[config.mk]
export PLATFORM = sky130hd
export DESIGN_NAME = gpe_top
export DESIGN_NICKNAME = d
export VERILOG_FILES = /design/src/gpe_pkg.sv /design/src/gpe_sync.sv /design/src/gpe_top.sv
export SDC_FILE = /design/constraint.sdc
export NUM_CORES = 1
export LEC_CHECK = 0
export BUFFER_PORTS_ARGS = -buffer_cell sky130_fd_sc_hd__buf_2
export CELL_PAD_IN_SITES_DETAIL_PLACEMENT = 0
export CELL_PAD_IN_SITES_GLOBAL_PLACEMENT = 1
export CORE_MARGIN = 5
export CORE_UTILIZATION = 48
export CTS_BUF_LIST = sky130_fd_sc_hd__clkbuf_4 sky130_fd_sc_hd__clkbuf_8
export DETAILED_ROUTE_END_ITERATION = 16
export MAX_ROUTING_LAYER = met4
export PLACE_DENSITY = 0.93
export SYNTH_ARGS = -nofsm -noshare
export SYNTH_HDL_FRONTEND = slang
export SYNTH_HIERARCHICAL = 1
export SYNTH_SLANG_ARGS = --single-unit
[constraint.sdc]
create_clock -name CORE_CLK_IN -period 13.3 [get_ports CORE_CLK_IN]
set_input_delay 2.66 -clock CORE_CLK_IN [delete_from_list [all_inputs] [get_ports CORE_CLK_IN]]
set_output_delay 2.66 -clock CORE_CLK_IN [all_outputs]
set_load 0.05 [all_outputs]
[src/gpe_pkg.sv]
// Shared constants, carriers and states of the port block
package gpe_pkg;

  // ==========================================================
  // Register map (byte addresses, one aligned word each)
  localparam int unsigned ADDR_W         = 8;
  localparam logic [7:0]  OFS_ABGH_DATA  = 8'h00;
  localparam logic [7:0]  OFS_E_CTRL     = 8'h04;
  localparam logic [7:0]  OFS_E_ALIAS    = 8'h08;
  localparam logic [7:0]  OFS_GH_DIR     = 8'h0C;
  localparam logic [7:0]  OFS_SEL_ASSIGN = 8'h10;
  localparam logic [7:0]  OFS_STATUS     = 8'h14;

  // ==========================================================
  // Byte lanes and bit positions
  localparam int unsigned LANE_A      = 0;
  localparam int unsigned LANE_B      = 1;
  localparam int unsigned LANE_G      = 2;
  localparam int unsigned LANE_H      = 3;
  localparam int unsigned LANE_E_DATA = 0;
  localparam int unsigned LANE_E_DIR  = 1;
  localparam int unsigned LANE_E_FUNC = 2;
  localparam int unsigned LANE_AB_DIR = 3;
  localparam int unsigned LANE_G_DIR  = 0;
  localparam int unsigned LANE_H_DIR  = 1;
  localparam int unsigned BIT_DIR_A   = 0;
  localparam int unsigned BIT_DIR_B   = 1;
  localparam int unsigned BIT_EMU_PIN = 0;
  localparam int unsigned BIT_BG_PIN  = 1;
  localparam int unsigned BIT_EMU     = 0;
  localparam int unsigned POS_CFG     = 1;
  localparam int unsigned POS_STRAPS  = 4;

  // ==========================================================
  // Bus configurations
  localparam logic [1:0] CFG_SINGLE = 2'h0;
  localparam logic [1:0] CFG_EXP8   = 2'h1;
  localparam logic [1:0] CFG_EXP16  = 2'h2;

  // ==========================================================
  // Reset values and timing
  localparam logic [7:0] PE_FUNC_BUS    = 8'hFF;
  localparam logic [7:0] PE_FUNC_IO     = 8'h00;
  localparam logic [7:0] DIR_RST        = 8'h00;
  localparam logic [7:0] DATA_RST       = 8'h00;
  localparam logic [1:0] SEL_ASSIGN_RST = 2'h3;
  localparam int unsigned PORT_ACC_CYC  = 3;
  localparam int unsigned REG_ACC_CYC   = 1;
  localparam logic [1:0] RESP_OKAY      = 2'h0;
  localparam logic [1:0] RESP_SLVERR    = 2'h2;

  // ==========================================================
  // Carriers and states
  typedef struct packed {
    logic [7:0] a;
    logic [7:0] b;
    logic [7:0] g;
    logic [7:0] h;
    logic [7:0] e;
  } gpe_ports_s;

  typedef struct packed {
    logic berr;
    logic d8;
    logic d10;
    logic d1;
  } gpe_straps_s;

  typedef enum logic [1:0] {ST_IDLE, ST_BUSY, ST_RESP} gpe_state_e;

endpackage

[src/gpe_sync.sv]
// Two-stage synchroniser for pin inputs
module gpe_sync #(
  parameter int unsigned WIDTH = 1
) (
  input  wire logic             clk_in,
  input  wire logic [WIDTH-1:0] d_in,
  output logic      [WIDTH-1:0] q_out
);

  logic [WIDTH-1:0] meta_reg;

  if (WIDTH < 1) begin : g_chk
    $error("gpe_sync: WIDTH must be at least 1");
  end

  // No reset, so strap levels already pass through while reset holds
  always_ff @(posedge clk_in) begin
    meta_reg <= d_in;
    q_out    <= meta_reg;
  end

endmodule

[src/gpe_top.sv]
// General-purpose ports A, B, E, G, H with emulator chip select
//
// Overview of operation
// - Writes latch; output pins drive latched bits
// - Reads: input pins give level, others latch
// - One direction bit per port A, B
// - Port E direction bits per discrete pin
// - Function bit one gives bus control
// - Bits 7..0: SIZ1 SIZ0 AS DS RMC AVEC DSACK1 DSACK0
// - Sample bus error and data 8 at reset
// - Both high: all ones, else zeros
// - Emulator mode: data10 low, berr high, data1 low
// - Emulator mode: port registers go off chip
// - Emulator select asserts on mapped access
// - Port C and F stay internal
// - Port register accesses take three cycles
// - Byte lanes; word and long coherent
// - Port E data at two addresses
// - A, B, G single-chip; H also 8-bit; E always
// - Ports share address and data lines
// - Select pin assignment picks emulator select
//
// The implementer's own choices: the register offsets and the AXI4-Lite interface to the registers.
module gpe_top #(
  parameter int unsigned ACC_CYC = gpe_pkg::PORT_ACC_CYC
) (
  input  wire logic        CORE_CLK_IN,
  input  wire logic        RST_IN,
  input  wire logic [7:0]  S_AXI_AWADDR_IN,
  input  wire logic        S_AXI_AWVALID_IN,
  output logic             S_AXI_AWREADY_OUT,
  input  wire logic [31:0] S_AXI_WDATA_IN,
  input  wire logic [3:0]  S_AXI_WSTRB_IN,
  input  wire logic        S_AXI_WVALID_IN,
  output logic             S_AXI_WREADY_OUT,
  output logic [1:0]       S_AXI_BRESP_OUT,
  output logic             S_AXI_BVALID_OUT,
  input  wire logic        S_AXI_BREADY_IN,
  input  wire logic [7:0]  S_AXI_ARADDR_IN,
  input  wire logic        S_AXI_ARVALID_IN,
  output logic             S_AXI_ARREADY_OUT,
  output logic [31:0]      S_AXI_RDATA_OUT,
  output logic [1:0]       S_AXI_RRESP_OUT,
  output logic             S_AXI_RVALID_OUT,
  input  wire logic        S_AXI_RREADY_IN,
  input  wire logic [7:0]  PORT_A_PIN_IN,
  output logic      [7:0]  PORT_A_PIN_OUT,
  output logic      [7:0]  PORT_A_PIN_OE_OUT,
  input  wire logic [7:0]  PORT_B_PIN_IN,
  output logic      [7:0]  PORT_B_PIN_OUT,
  output logic      [7:0]  PORT_B_PIN_OE_OUT,
  input  wire logic [7:0]  PORT_G_PIN_IN,
  output logic      [7:0]  PORT_G_PIN_OUT,
  output logic      [7:0]  PORT_G_PIN_OE_OUT,
  input  wire logic [7:0]  PORT_H_PIN_IN,
  output logic      [7:0]  PORT_H_PIN_OUT,
  output logic      [7:0]  PORT_H_PIN_OE_OUT,
  input  wire logic [7:0]  PORT_E_PIN_IN,
  output logic      [7:0]  PORT_E_PIN_OUT,
  output logic      [7:0]  PORT_E_PIN_OE_OUT,
  input  wire logic        STRAP_BERR_IN,
  input  wire logic        STRAP_DATA8_IN,
  input  wire logic        STRAP_DATA10_IN,
  input  wire logic        STRAP_DATA1_IN,
  input  wire logic [1:0]  BUS_CFG_IN,
  input  wire logic [15:0] ADDR_LINES_IN,
  input  wire logic [15:0] DATA_LINES_IN,
  input  wire logic        DATA_LINES_OE_IN,
  input  wire logic [7:0]  BUS_CTL_IN,
  input  wire logic [7:0]  BUS_CTL_OE_IN,
  output logic      [7:0]  BUS_CTL_PIN_OUT,
  output logic             EMU_SELECT_N_OUT
);

  if (ACC_CYC < 1 || ACC_CYC > 4) begin : g_chk
    $error("gpe_top: ACC_CYC must be 1 to 4");
  end

  // ==========================================================
  // Helpers
  function automatic logic hit(input logic [7:0] a, input logic [7:0] o);
    return a[7:2] == o[7:2];
  endfunction

  function automatic logic f_ext(input logic [7:0] a);
    return hit(a, gpe_pkg::OFS_ABGH_DATA) | hit(a, gpe_pkg::OFS_E_CTRL) |
           hit(a, gpe_pkg::OFS_E_ALIAS) | hit(a, gpe_pkg::OFS_GH_DIR);
  endfunction

  function automatic logic f_map(input logic [7:0] a);
    return f_ext(a) | hit(a, gpe_pkg::OFS_SEL_ASSIGN) |
           hit(a, gpe_pkg::OFS_STATUS);
  endfunction

  // Input pins read as level, all other bits as the latch
  function automatic logic [7:0] rb(input logic [7:0] pin,
                                    input logic [7:0] lat,
                                    input logic [7:0] in_mask);
    return (pin & in_mask) | (lat & ~in_mask);
  endfunction

  // ==========================================================
  // Pin and strap synchronisers
  gpe_pkg::gpe_ports_s  pin_s;
  gpe_pkg::gpe_straps_s strap_s;

  gpe_sync #(.WIDTH(40)) u_pin_sync (
    .clk_in (CORE_CLK_IN),
    .d_in   ({PORT_A_PIN_IN, PORT_B_PIN_IN, PORT_G_PIN_IN,
              PORT_H_PIN_IN, PORT_E_PIN_IN}),
    .q_out  (pin_s)
  );

  gpe_sync #(.WIDTH(4)) u_strap_sync (
    .clk_in (CORE_CLK_IN),
    .d_in   ({STRAP_BERR_IN, STRAP_DATA8_IN, STRAP_DATA10_IN,
              STRAP_DATA1_IN}),
    .q_out  (strap_s)
  );

  // ==========================================================
  // Strap capture in the first cycle after reset release
  logic                 strap_done_reg;
  gpe_pkg::gpe_straps_s strap_reg;
  logic                 emu_mode_reg;

  always_ff @(posedge CORE_CLK_IN or posedge RST_IN) begin
    if (RST_IN) begin
      strap_done_reg <= 1'b0;
      strap_reg      <= '0;
      emu_mode_reg   <= 1'b0;
    end else if (!strap_done_reg) begin
      strap_done_reg <= 1'b1;
      strap_reg      <= strap_s;
      emu_mode_reg   <= !strap_s.d10 && strap_s.berr && !strap_s.d1;
    end
  end

  // Emulator mode is 16-bit expanded whatever BUS_CFG_IN says
  logic [1:0] cfg;
  logic       single;
  logic       h_ok;
  assign cfg    = emu_mode_reg ? gpe_pkg::CFG_EXP16 : BUS_CFG_IN;
  assign single = (cfg == gpe_pkg::CFG_SINGLE);
  assign h_ok   = single || (cfg == gpe_pkg::CFG_EXP8);

  // ==========================================================
  // Bus slave state
  gpe_pkg::gpe_state_e state_reg;
  logic        awready_reg;
  logic        arready_reg;
  logic        bvalid_reg;
  logic        rvalid_reg;
  logic [31:0] rdata_reg;
  logic [1:0]  resp_reg;
  logic        is_wr_reg;
  logic [7:0]  addr_reg;
  logic [31:0] wdata_reg;
  logic [3:0]  wstrb_reg;
  logic [1:0]  cnt_reg;
  logic        emu_sel_n_reg;
  logic [1:0]  sel_assign_reg;
  logic        wr_hs;
  logic        rd_hs;
  logic        commit;
  logic        ext_a;
  logic        local_a;
  logic [7:0]  take_addr;

  assign wr_hs     = awready_reg && S_AXI_AWVALID_IN;
  assign rd_hs     = arready_reg && S_AXI_ARVALID_IN;
  assign commit    = (state_reg == gpe_pkg::ST_BUSY) && (cnt_reg == 2'd0);
  assign ext_a     = f_ext(addr_reg);
  assign local_a   = f_map(addr_reg) && !(emu_mode_reg && ext_a);
  assign take_addr = wr_hs ? S_AXI_AWADDR_IN : S_AXI_ARADDR_IN;

  always_ff @(posedge CORE_CLK_IN or posedge RST_IN) begin
    if (RST_IN) begin
      state_reg   <= gpe_pkg::ST_IDLE;
      awready_reg <= 1'b0;
      arready_reg <= 1'b0;
      bvalid_reg  <= 1'b0;
      rvalid_reg  <= 1'b0;
      is_wr_reg   <= 1'b0;
      addr_reg    <= '0;
      wdata_reg   <= '0;
      wstrb_reg   <= '0;
      cnt_reg     <= '0;
    end else begin
      unique case (state_reg)
        gpe_pkg::ST_IDLE: begin
          if (wr_hs || rd_hs) begin
            awready_reg <= 1'b0;
            arready_reg <= 1'b0;
            is_wr_reg   <= wr_hs;
            addr_reg    <= take_addr;
            wdata_reg   <= S_AXI_WDATA_IN;
            wstrb_reg   <= S_AXI_WSTRB_IN;
            // Port registers are slowed to suit off-chip replacements
            cnt_reg     <= f_ext(take_addr) ? 2'(ACC_CYC - 1) :
                           2'(gpe_pkg::REG_ACC_CYC - 1);
            state_reg   <= gpe_pkg::ST_BUSY;
          end else if (!awready_reg && !arready_reg) begin
            // Writes first; both write channels are taken together
            if (S_AXI_AWVALID_IN && S_AXI_WVALID_IN) begin
              awready_reg <= 1'b1;
            end else if (S_AXI_ARVALID_IN) begin
              arready_reg <= 1'b1;
            end
          end
        end
        gpe_pkg::ST_BUSY: begin
          if (commit) begin
            bvalid_reg <= is_wr_reg;
            rvalid_reg <= !is_wr_reg;
            state_reg  <= gpe_pkg::ST_RESP;
          end else begin
            cnt_reg <= cnt_reg - 2'd1;
          end
        end
        gpe_pkg::ST_RESP: begin
          if ((bvalid_reg && S_AXI_BREADY_IN) ||
              (rvalid_reg && S_AXI_RREADY_IN)) begin
            bvalid_reg <= 1'b0;
            rvalid_reg <= 1'b0;
            state_reg  <= gpe_pkg::ST_IDLE;
          end
        end
      endcase
    end
  end

  // Emulator select low from take to answer of an off-chip access
  always_ff @(posedge CORE_CLK_IN or posedge RST_IN) begin
    if (RST_IN) begin
      emu_sel_n_reg <= 1'b1;
    end else if ((wr_hs || rd_hs) && emu_mode_reg && f_ext(take_addr) &&
                 sel_assign_reg[gpe_pkg::BIT_EMU_PIN]) begin
      emu_sel_n_reg <= 1'b0;
    end else if (commit) begin
      emu_sel_n_reg <= 1'b1;
    end
  end

  // ==========================================================
  // Registers
  gpe_pkg::gpe_ports_s data_reg;
  logic [1:0] ab_dir_reg;
  logic [7:0] e_dir_reg;
  logic [7:0] g_dir_reg;
  logic [7:0] h_dir_reg;
  logic [7:0] e_func_reg;
  logic       wr_go;

  assign wr_go = commit && is_wr_reg && local_a;

  function automatic logic [7:0] wb(input logic [7:0]  old,
                                    input int unsigned lane,
                                    input logic [31:0] d,
                                    input logic [3:0]  s);
    return s[lane] ? d[8*lane +: 8] : old;
  endfunction

  // One commit edge updates all lanes, so wide writes are coherent
  always_ff @(posedge CORE_CLK_IN or posedge RST_IN) begin
    if (RST_IN) begin
      data_reg <= {5{gpe_pkg::DATA_RST}};
    end else if (wr_go) begin
      if (hit(addr_reg, gpe_pkg::OFS_ABGH_DATA)) begin
        data_reg.a <= wb(data_reg.a, gpe_pkg::LANE_A, wdata_reg, wstrb_reg);
        data_reg.b <= wb(data_reg.b, gpe_pkg::LANE_B, wdata_reg, wstrb_reg);
        data_reg.g <= wb(data_reg.g, gpe_pkg::LANE_G, wdata_reg, wstrb_reg);
        data_reg.h <= wb(data_reg.h, gpe_pkg::LANE_H, wdata_reg, wstrb_reg);
      end
      if (hit(addr_reg, gpe_pkg::OFS_E_CTRL) ||
          hit(addr_reg, gpe_pkg::OFS_E_ALIAS)) begin
        data_reg.e <= wb(data_reg.e, gpe_pkg::LANE_E_DATA, wdata_reg,
                         wstrb_reg);
      end
    end
  end

  always_ff @(posedge CORE_CLK_IN or posedge RST_IN) begin
    if (RST_IN) begin
      ab_dir_reg <= gpe_pkg::DIR_RST[1:0];
      e_dir_reg  <= gpe_pkg::DIR_RST;
      g_dir_reg  <= gpe_pkg::DIR_RST;
      h_dir_reg  <= gpe_pkg::DIR_RST;
    end else if (wr_go) begin
      if (hit(addr_reg, gpe_pkg::OFS_E_CTRL)) begin
        e_dir_reg <= wb(e_dir_reg, gpe_pkg::LANE_E_DIR, wdata_reg,
                        wstrb_reg);
        if (wstrb_reg[gpe_pkg::LANE_AB_DIR]) begin
          ab_dir_reg <= wdata_reg[8*gpe_pkg::LANE_AB_DIR +: 2];
        end
      end
      if (hit(addr_reg, gpe_pkg::OFS_GH_DIR)) begin
        g_dir_reg <= wb(g_dir_reg, gpe_pkg::LANE_G_DIR, wdata_reg,
                        wstrb_reg);
        h_dir_reg <= wb(h_dir_reg, gpe_pkg::LANE_H_DIR, wdata_reg,
                        wstrb_reg);
      end
    end
  end

  // Function select takes its start value from the straps
  always_ff @(posedge CORE_CLK_IN or posedge RST_IN) begin
    if (RST_IN) begin
      e_func_reg <= gpe_pkg::PE_FUNC_IO;
    end else if (!strap_done_reg) begin
      e_func_reg <= (strap_s.berr && strap_s.d8) ? gpe_pkg::PE_FUNC_BUS :
                    gpe_pkg::PE_FUNC_IO;
    end else if (wr_go && hit(addr_reg, gpe_pkg::OFS_E_CTRL)) begin
      e_func_reg <= wb(e_func_reg, gpe_pkg::LANE_E_FUNC, wdata_reg,
                       wstrb_reg);
    end
  end

  // Bus grant bit is software's to set; the module select is absent
  always_ff @(posedge CORE_CLK_IN or posedge RST_IN) begin
    if (RST_IN) begin
      sel_assign_reg <= gpe_pkg::SEL_ASSIGN_RST;
    end else if (wr_go && hit(addr_reg, gpe_pkg::OFS_SEL_ASSIGN) &&
                 wstrb_reg[0]) begin
      sel_assign_reg <= wdata_reg[1:0];
    end
  end

  // ==========================================================
  // Read data and answer
  logic [7:0]  a_in;
  logic [7:0]  b_in;
  logic [7:0]  g_in;
  logic [7:0]  h_in;
  logic [7:0]  e_in;
  logic [31:0] rd_word;

  assign a_in = {8{single && !ab_dir_reg[gpe_pkg::BIT_DIR_A]}};
  assign b_in = {8{single && !ab_dir_reg[gpe_pkg::BIT_DIR_B]}};
  assign g_in = {8{single}} & ~g_dir_reg;
  assign h_in = {8{h_ok}} & ~h_dir_reg;
  assign e_in = ~e_func_reg & ~e_dir_reg;

  always_comb begin
    rd_word = '0;
    if (!local_a) begin
      rd_word = '0;
    end else if (hit(addr_reg, gpe_pkg::OFS_ABGH_DATA)) begin
      rd_word = {rb(pin_s.h, data_reg.h, h_in), rb(pin_s.g, data_reg.g, g_in),
                 rb(pin_s.b, data_reg.b, b_in),
                 rb(pin_s.a, data_reg.a, a_in)};
    end else if (hit(addr_reg, gpe_pkg::OFS_E_CTRL)) begin
      rd_word = {6'h00, ab_dir_reg, e_func_reg, e_dir_reg,
                 rb(pin_s.e, data_reg.e, e_in)};
    end else if (hit(addr_reg, gpe_pkg::OFS_E_ALIAS)) begin
      rd_word = {24'h00_0000, rb(pin_s.e, data_reg.e, e_in)};
    end else if (hit(addr_reg, gpe_pkg::OFS_GH_DIR)) begin
      rd_word = {16'h0000, h_dir_reg, g_dir_reg};
    end else if (hit(addr_reg, gpe_pkg::OFS_SEL_ASSIGN)) begin
      rd_word = {30'h0000_0000, sel_assign_reg};
    end else begin
      rd_word = {24'h00_0000, strap_reg, 1'b0, cfg, emu_mode_reg};
    end
  end

  always_ff @(posedge CORE_CLK_IN or posedge RST_IN) begin
    if (RST_IN) begin
      rdata_reg <= '0;
      resp_reg  <= gpe_pkg::RESP_OKAY;
    end else if (commit) begin
      rdata_reg <= rd_word;
      resp_reg  <= f_map(addr_reg) ? gpe_pkg::RESP_OKAY :
                   gpe_pkg::RESP_SLVERR;
    end
  end

  // ==========================================================
  // Pin drivers; lines go to the bus when a port is unavailable
  always_ff @(posedge CORE_CLK_IN or posedge RST_IN) begin
    if (RST_IN) begin
      PORT_A_PIN_OUT    <= '0;
      PORT_A_PIN_OE_OUT <= '0;
      PORT_B_PIN_OUT    <= '0;
      PORT_B_PIN_OE_OUT <= '0;
      PORT_G_PIN_OUT    <= '0;
      PORT_G_PIN_OE_OUT <= '0;
      PORT_H_PIN_OUT    <= '0;
      PORT_H_PIN_OE_OUT <= '0;
      PORT_E_PIN_OUT    <= '0;
      PORT_E_PIN_OE_OUT <= '0;
      BUS_CTL_PIN_OUT   <= '0;
    end else begin
      PORT_A_PIN_OUT    <= single ? data_reg.a : ADDR_LINES_IN[15:8];
      PORT_A_PIN_OE_OUT <= single ? {8{ab_dir_reg[gpe_pkg::BIT_DIR_A]}} :
                           8'hFF;
      PORT_B_PIN_OUT    <= single ? data_reg.b : ADDR_LINES_IN[7:0];
      PORT_B_PIN_OE_OUT <= single ? {8{ab_dir_reg[gpe_pkg::BIT_DIR_B]}} :
                           8'hFF;
      PORT_G_PIN_OUT    <= single ? data_reg.g : DATA_LINES_IN[15:8];
      PORT_G_PIN_OE_OUT <= single ? g_dir_reg :
                           {8{DATA_LINES_OE_IN}};
      PORT_H_PIN_OUT    <= h_ok ? data_reg.h : DATA_LINES_IN[7:0];
      PORT_H_PIN_OE_OUT <= h_ok ? h_dir_reg :
                           {8{DATA_LINES_OE_IN}};
      // Bit order of the control bus matches the pin order
      PORT_E_PIN_OUT    <= (e_func_reg & BUS_CTL_IN) |
                           (~e_func_reg & data_reg.e);
      PORT_E_PIN_OE_OUT <= (e_func_reg & BUS_CTL_OE_IN) |
                           (~e_func_reg & e_dir_reg);
      BUS_CTL_PIN_OUT   <= pin_s.e;
    end
  end

  assign S_AXI_AWREADY_OUT = awready_reg;
  assign S_AXI_WREADY_OUT  = awready_reg;
  assign S_AXI_ARREADY_OUT = arready_reg;
  assign S_AXI_BVALID_OUT  = bvalid_reg;
  assign S_AXI_BRESP_OUT   = resp_reg;
  assign S_AXI_RVALID_OUT  = rvalid_reg;
  assign S_AXI_RRESP_OUT   = resp_reg;
  assign S_AXI_RDATA_OUT   = rdata_reg;
  assign EMU_SELECT_N_OUT  = emu_sel_n_reg;

  logic [7:0] lat_a;
  assign lat_a = data_reg.a;
endmodule

==> results.json <==
{
  "worstPathBufferInverterCount": 2,
  "wl_um": 32200,
  "ios": 284,
  "power.share.clock": 0.318,
  "timing.final.crit_share": 0.322,
  "max_freq_ghz": 0.233,
  "dieWidth_um": 170,
  "drt_iter0_drc": 425,
  "syn-instance-count": 917,
  "yosys_warnings": 6,
  "worst-r2r-setup-slack_ns": 10.01,
  "area_delta_synth_final_pct": 22.0,
  "nets": 1354,
  "worst_pin_slew_ns": 1.15,
  "cts_tree": "yes",
  "sw_frac_of_total": 0.341,
  "ys_seq_area_frac": 0.634,
  "crit_cells": 5,
  "critPathKind": "in -> reg",
  "internal_power_w": 0.00190,
  "whs_ns": 0.320,
  "place_congestion": 0.826,
  "clkSlewWorstSetupHoldPaths_ns": 0.06,
  "synth_area_um2": 12300,
  "drtAntennaViolNets": 0,
  "r2r_cells": 6,
  "syn_avg_cell_area_um2": 13.4,
  "place_area_um2": 13800,
  "port_buffers": 277,
  "dp_cells": 1470,
  "postCtsSetupBuffers": 0,
  "p_per_area_nw_per_um2": 192,
  "synth-edff-count": 0,
  "startpoint_type": "primary input",
  "hold_viol_final": 0,
  "static-leakage-power_nw": 7.38,
  "max_stage_delay_ns": 0.67,
  "finalCriticalPeriod_ns": 4.29,
  "fin_cells": 1573,
  "relSlewSlack": 0.232,
  "first_global_vias": 8565,
  "drive_gt1_frac": 0.473,
  "fill_cells": 2012,
  "fin_worst_skew_ns": 0.0167,
  "crit_chain": "buf_2 > a22oi_1 > nand2b_2 > buf_4 > mux2_2",
  "synth_cell_type_count": 60,
  "post_cts_resized": 0,
  "grt-ovfl-total": 0,
  "cp_top_family": "simple AND/OR/NAND/NOR gates",
  "ys_ff_latch": 329,
  "clk_latency_ns": 0.58,
  "synth_flop_cell": "dfrtp_1",
  "dieArea_um2": 28900,
  "wire_per_inst_um": 20.5,
  "rsz0062_at_grt": "false",
  "async_reset_ff_frac": 0.733,
  "grt_usage": 0.226,
  "finalSetupViolCount": 0,
  "final_area_um2": 15000,
  "total_power_w": 0.00289,
  "antenna_found_initial": 4,
  "reg2reg_to": "data_reg[24]$_DFFE_PP0P_",
  "arrival_ns": 4.74,
  "htreeDepth": 2,
  "required_ns": 13.75,
  "timing.rr.start": "state_reg[1]$_DFFE_PP0P_",
  "critPathLaunch": "S_AXI_AWVALID_IN",
  "crit_fanout": 27,
  "core_area_um2": 25200,
  "crit_path_end_kind": "flip-flop",
  "setup_tns_ns": 0,
  "final_max_slew_viol_count": 0,
  "vias": 8295,
  "vdd_drop_max_mv": 0.135,
  "die_h_um": 170,
  "vias_per_cell": 5.27,
  "clock_sinks": 329,
  "start_util": 0.488,
  "holdCritPathClass": "reg -> reg",
  "grt_max_degree": 87,
  "drc": 0,
  "num_rows": 58,
  "hpwl_um": 23100,
  "cts_buffers": 53,
  "outcome": "finished clean",
  "slowest_stage": "nand2b_2",
  "cap_viol_max_count": 0,
  "first_pass_iters": 5,
  "grt_pass1_wl_um": 49100,
  "cts_buffer_depth": 3,
  "comb_power_share": 0.240,
  "power_switching_w": 0.000984,
  "crit_path_end": "wdata_reg[25]$_DFFE_PP0P_",
  "hold_buffers": 0,
  "cts_root_buf": "clkbuf_8",
  "pwr-share-seq": 0.442
}
-- metal layers --
metal / GRT usage / share of wire / up-vias
met1: 0.304 / 0.43 / 4134
met3: 0.0472 / 0.071 / 51
met2: 0.351 / 0.48 / 284
li1: - / - / 3826
met4: 0.0653 / 0.023 / 0
met5: - / 0 / -
-- Yosys cell counts, drive strengths merged (2+ instances only) --
cell     instances  area [µm²]
a211oi           4        30.0
a21o            18         135
a21oi           23         115
a221o            8        80.1
a22oi            9        67.6
a32o            10         100
and2             4        25.0
and3             4        25.0
buf             34         233
clkbuf          28         105
conb             2        7.51
dfrtp          238        5960
dfstp            3        78.8
dfxtp           88        1760
ha               5        62.6
inv             10        37.5
mux2           168        1890
mux2i           26         260
nand2           76         285
nand2b          11        68.8
nand3           14        85.1
nor2            35         141
nor2b            4        25.0
nor3            16        96.4
nor4            15         134
o2111ai          5        43.8
o211ai           5        37.5
o21ai           20         100
o221a            8        90.1
o22ai            3        18.8
or2              2        12.5
or3              4        25.0
-- layout by cell type (no fill, tap or decap), drive strengths merged, types with 11 or more instances in the layout --
| cell type | instances |
|---|---|
| nand2b | 11 |
| clkbuf | 88 |
| mux2i | 26 |
| nand2 | 76 |
| nand3 | 14 |
| buf | 284 |
| nor3 | 16 |
| o21ai | 20 |
| a21oi | 23 |
| nor2 | 35 |
| mux2 | 168 |
| dfxtp | 88 |
| nor4 | 15 |
| a21o | 18 |
| dfrtp | 238 |
-- power by group through the flow --
stage	registers [W]	clock network (W)	logic (W)
final	0.00128	0.000919	0.000693
after floorplan	0.00138	0	0.000397
after global placement	0.00128	0	0.000679
after detailed placement	0.00129	0	0.000696
after CTS	0.00127	0.000938	0.000697
after global routing	0.00129	0.000988	0.000746
-- metrics by stage --
stage / util / worst slack, ns
2_1_floorplan: - / 4.03
3_3_place_gp: 0.549 / 8.43
3_5_place_dp: 0.549 / 8.42
4_1_cts: 0.595 / 9.04
5_1_grt: 0.596 / 8.95
6_report: 0.596 / 9.01
-- worst min path at each step --
stage                                         start  slack (ns)                            to  cells after the start
floorplan            u_pin_sync/meta_reg[0]$_DFF_P_        0.31   u_pin_sync/q_out[0]$_DFF_P_                      0
global placement    u_pin_sync/meta_reg[21]$_DFF_P_        0.31  u_pin_sync/q_out[21]$_DFF_P_                      0
detailed placement  u_pin_sync/meta_reg[19]$_DFF_P_        0.31  u_pin_sync/q_out[19]$_DFF_P_                      0
CTS                  u_pin_sync/meta_reg[5]$_DFF_P_        0.32   u_pin_sync/q_out[5]$_DFF_P_                      0
global route        u_pin_sync/meta_reg[35]$_DFF_P_        0.33  u_pin_sync/q_out[35]$_DFF_P_                      0
finish              u_pin_sync/meta_reg[36]$_DFF_P_        0.32  u_pin_sync/q_out[36]$_DFF_P_                      0
-- final cells by class --
cell class	instances	area, µm²	area share
Multi-Input combinational cell	517	4140	0.276
Clock buffer	88	1070	0.0711
Inverter	10	45.0	0.00300
Antenna cell	4	10.0	0.000667
Tap cell	330	413	0.0275
Timing Repair Buffer	284	1440	0.0959
Clock inverter	11	93.8	0.00625
Sequential cell	329	7800	0.520
-- worst register-to-register path: cells and delay by family (launching register included) --
kind	cells	cell delay, ns
mux	1	0.39
buf+inv	1	0.12
simple gates	3	1.99
flops	1	0.38
fa+ha+maj	1	0.29
-- kinds of logic (layout without fill, tap and decap cells) --
kind of cell	Yosys count	in the layout	synth area share
compound gates	123	123	0.0745
xor+xnor	1	1	0.000713
fa+ha+maj	5	5	0.00509
buf+inv	72	393	0.0305
flops	329	329	0.634
mux	194	194	0.175
other cells	2	7	0.000611
simple gates	191	191	0.0794
Note: power is estimated with default switching activity, not from simulation.
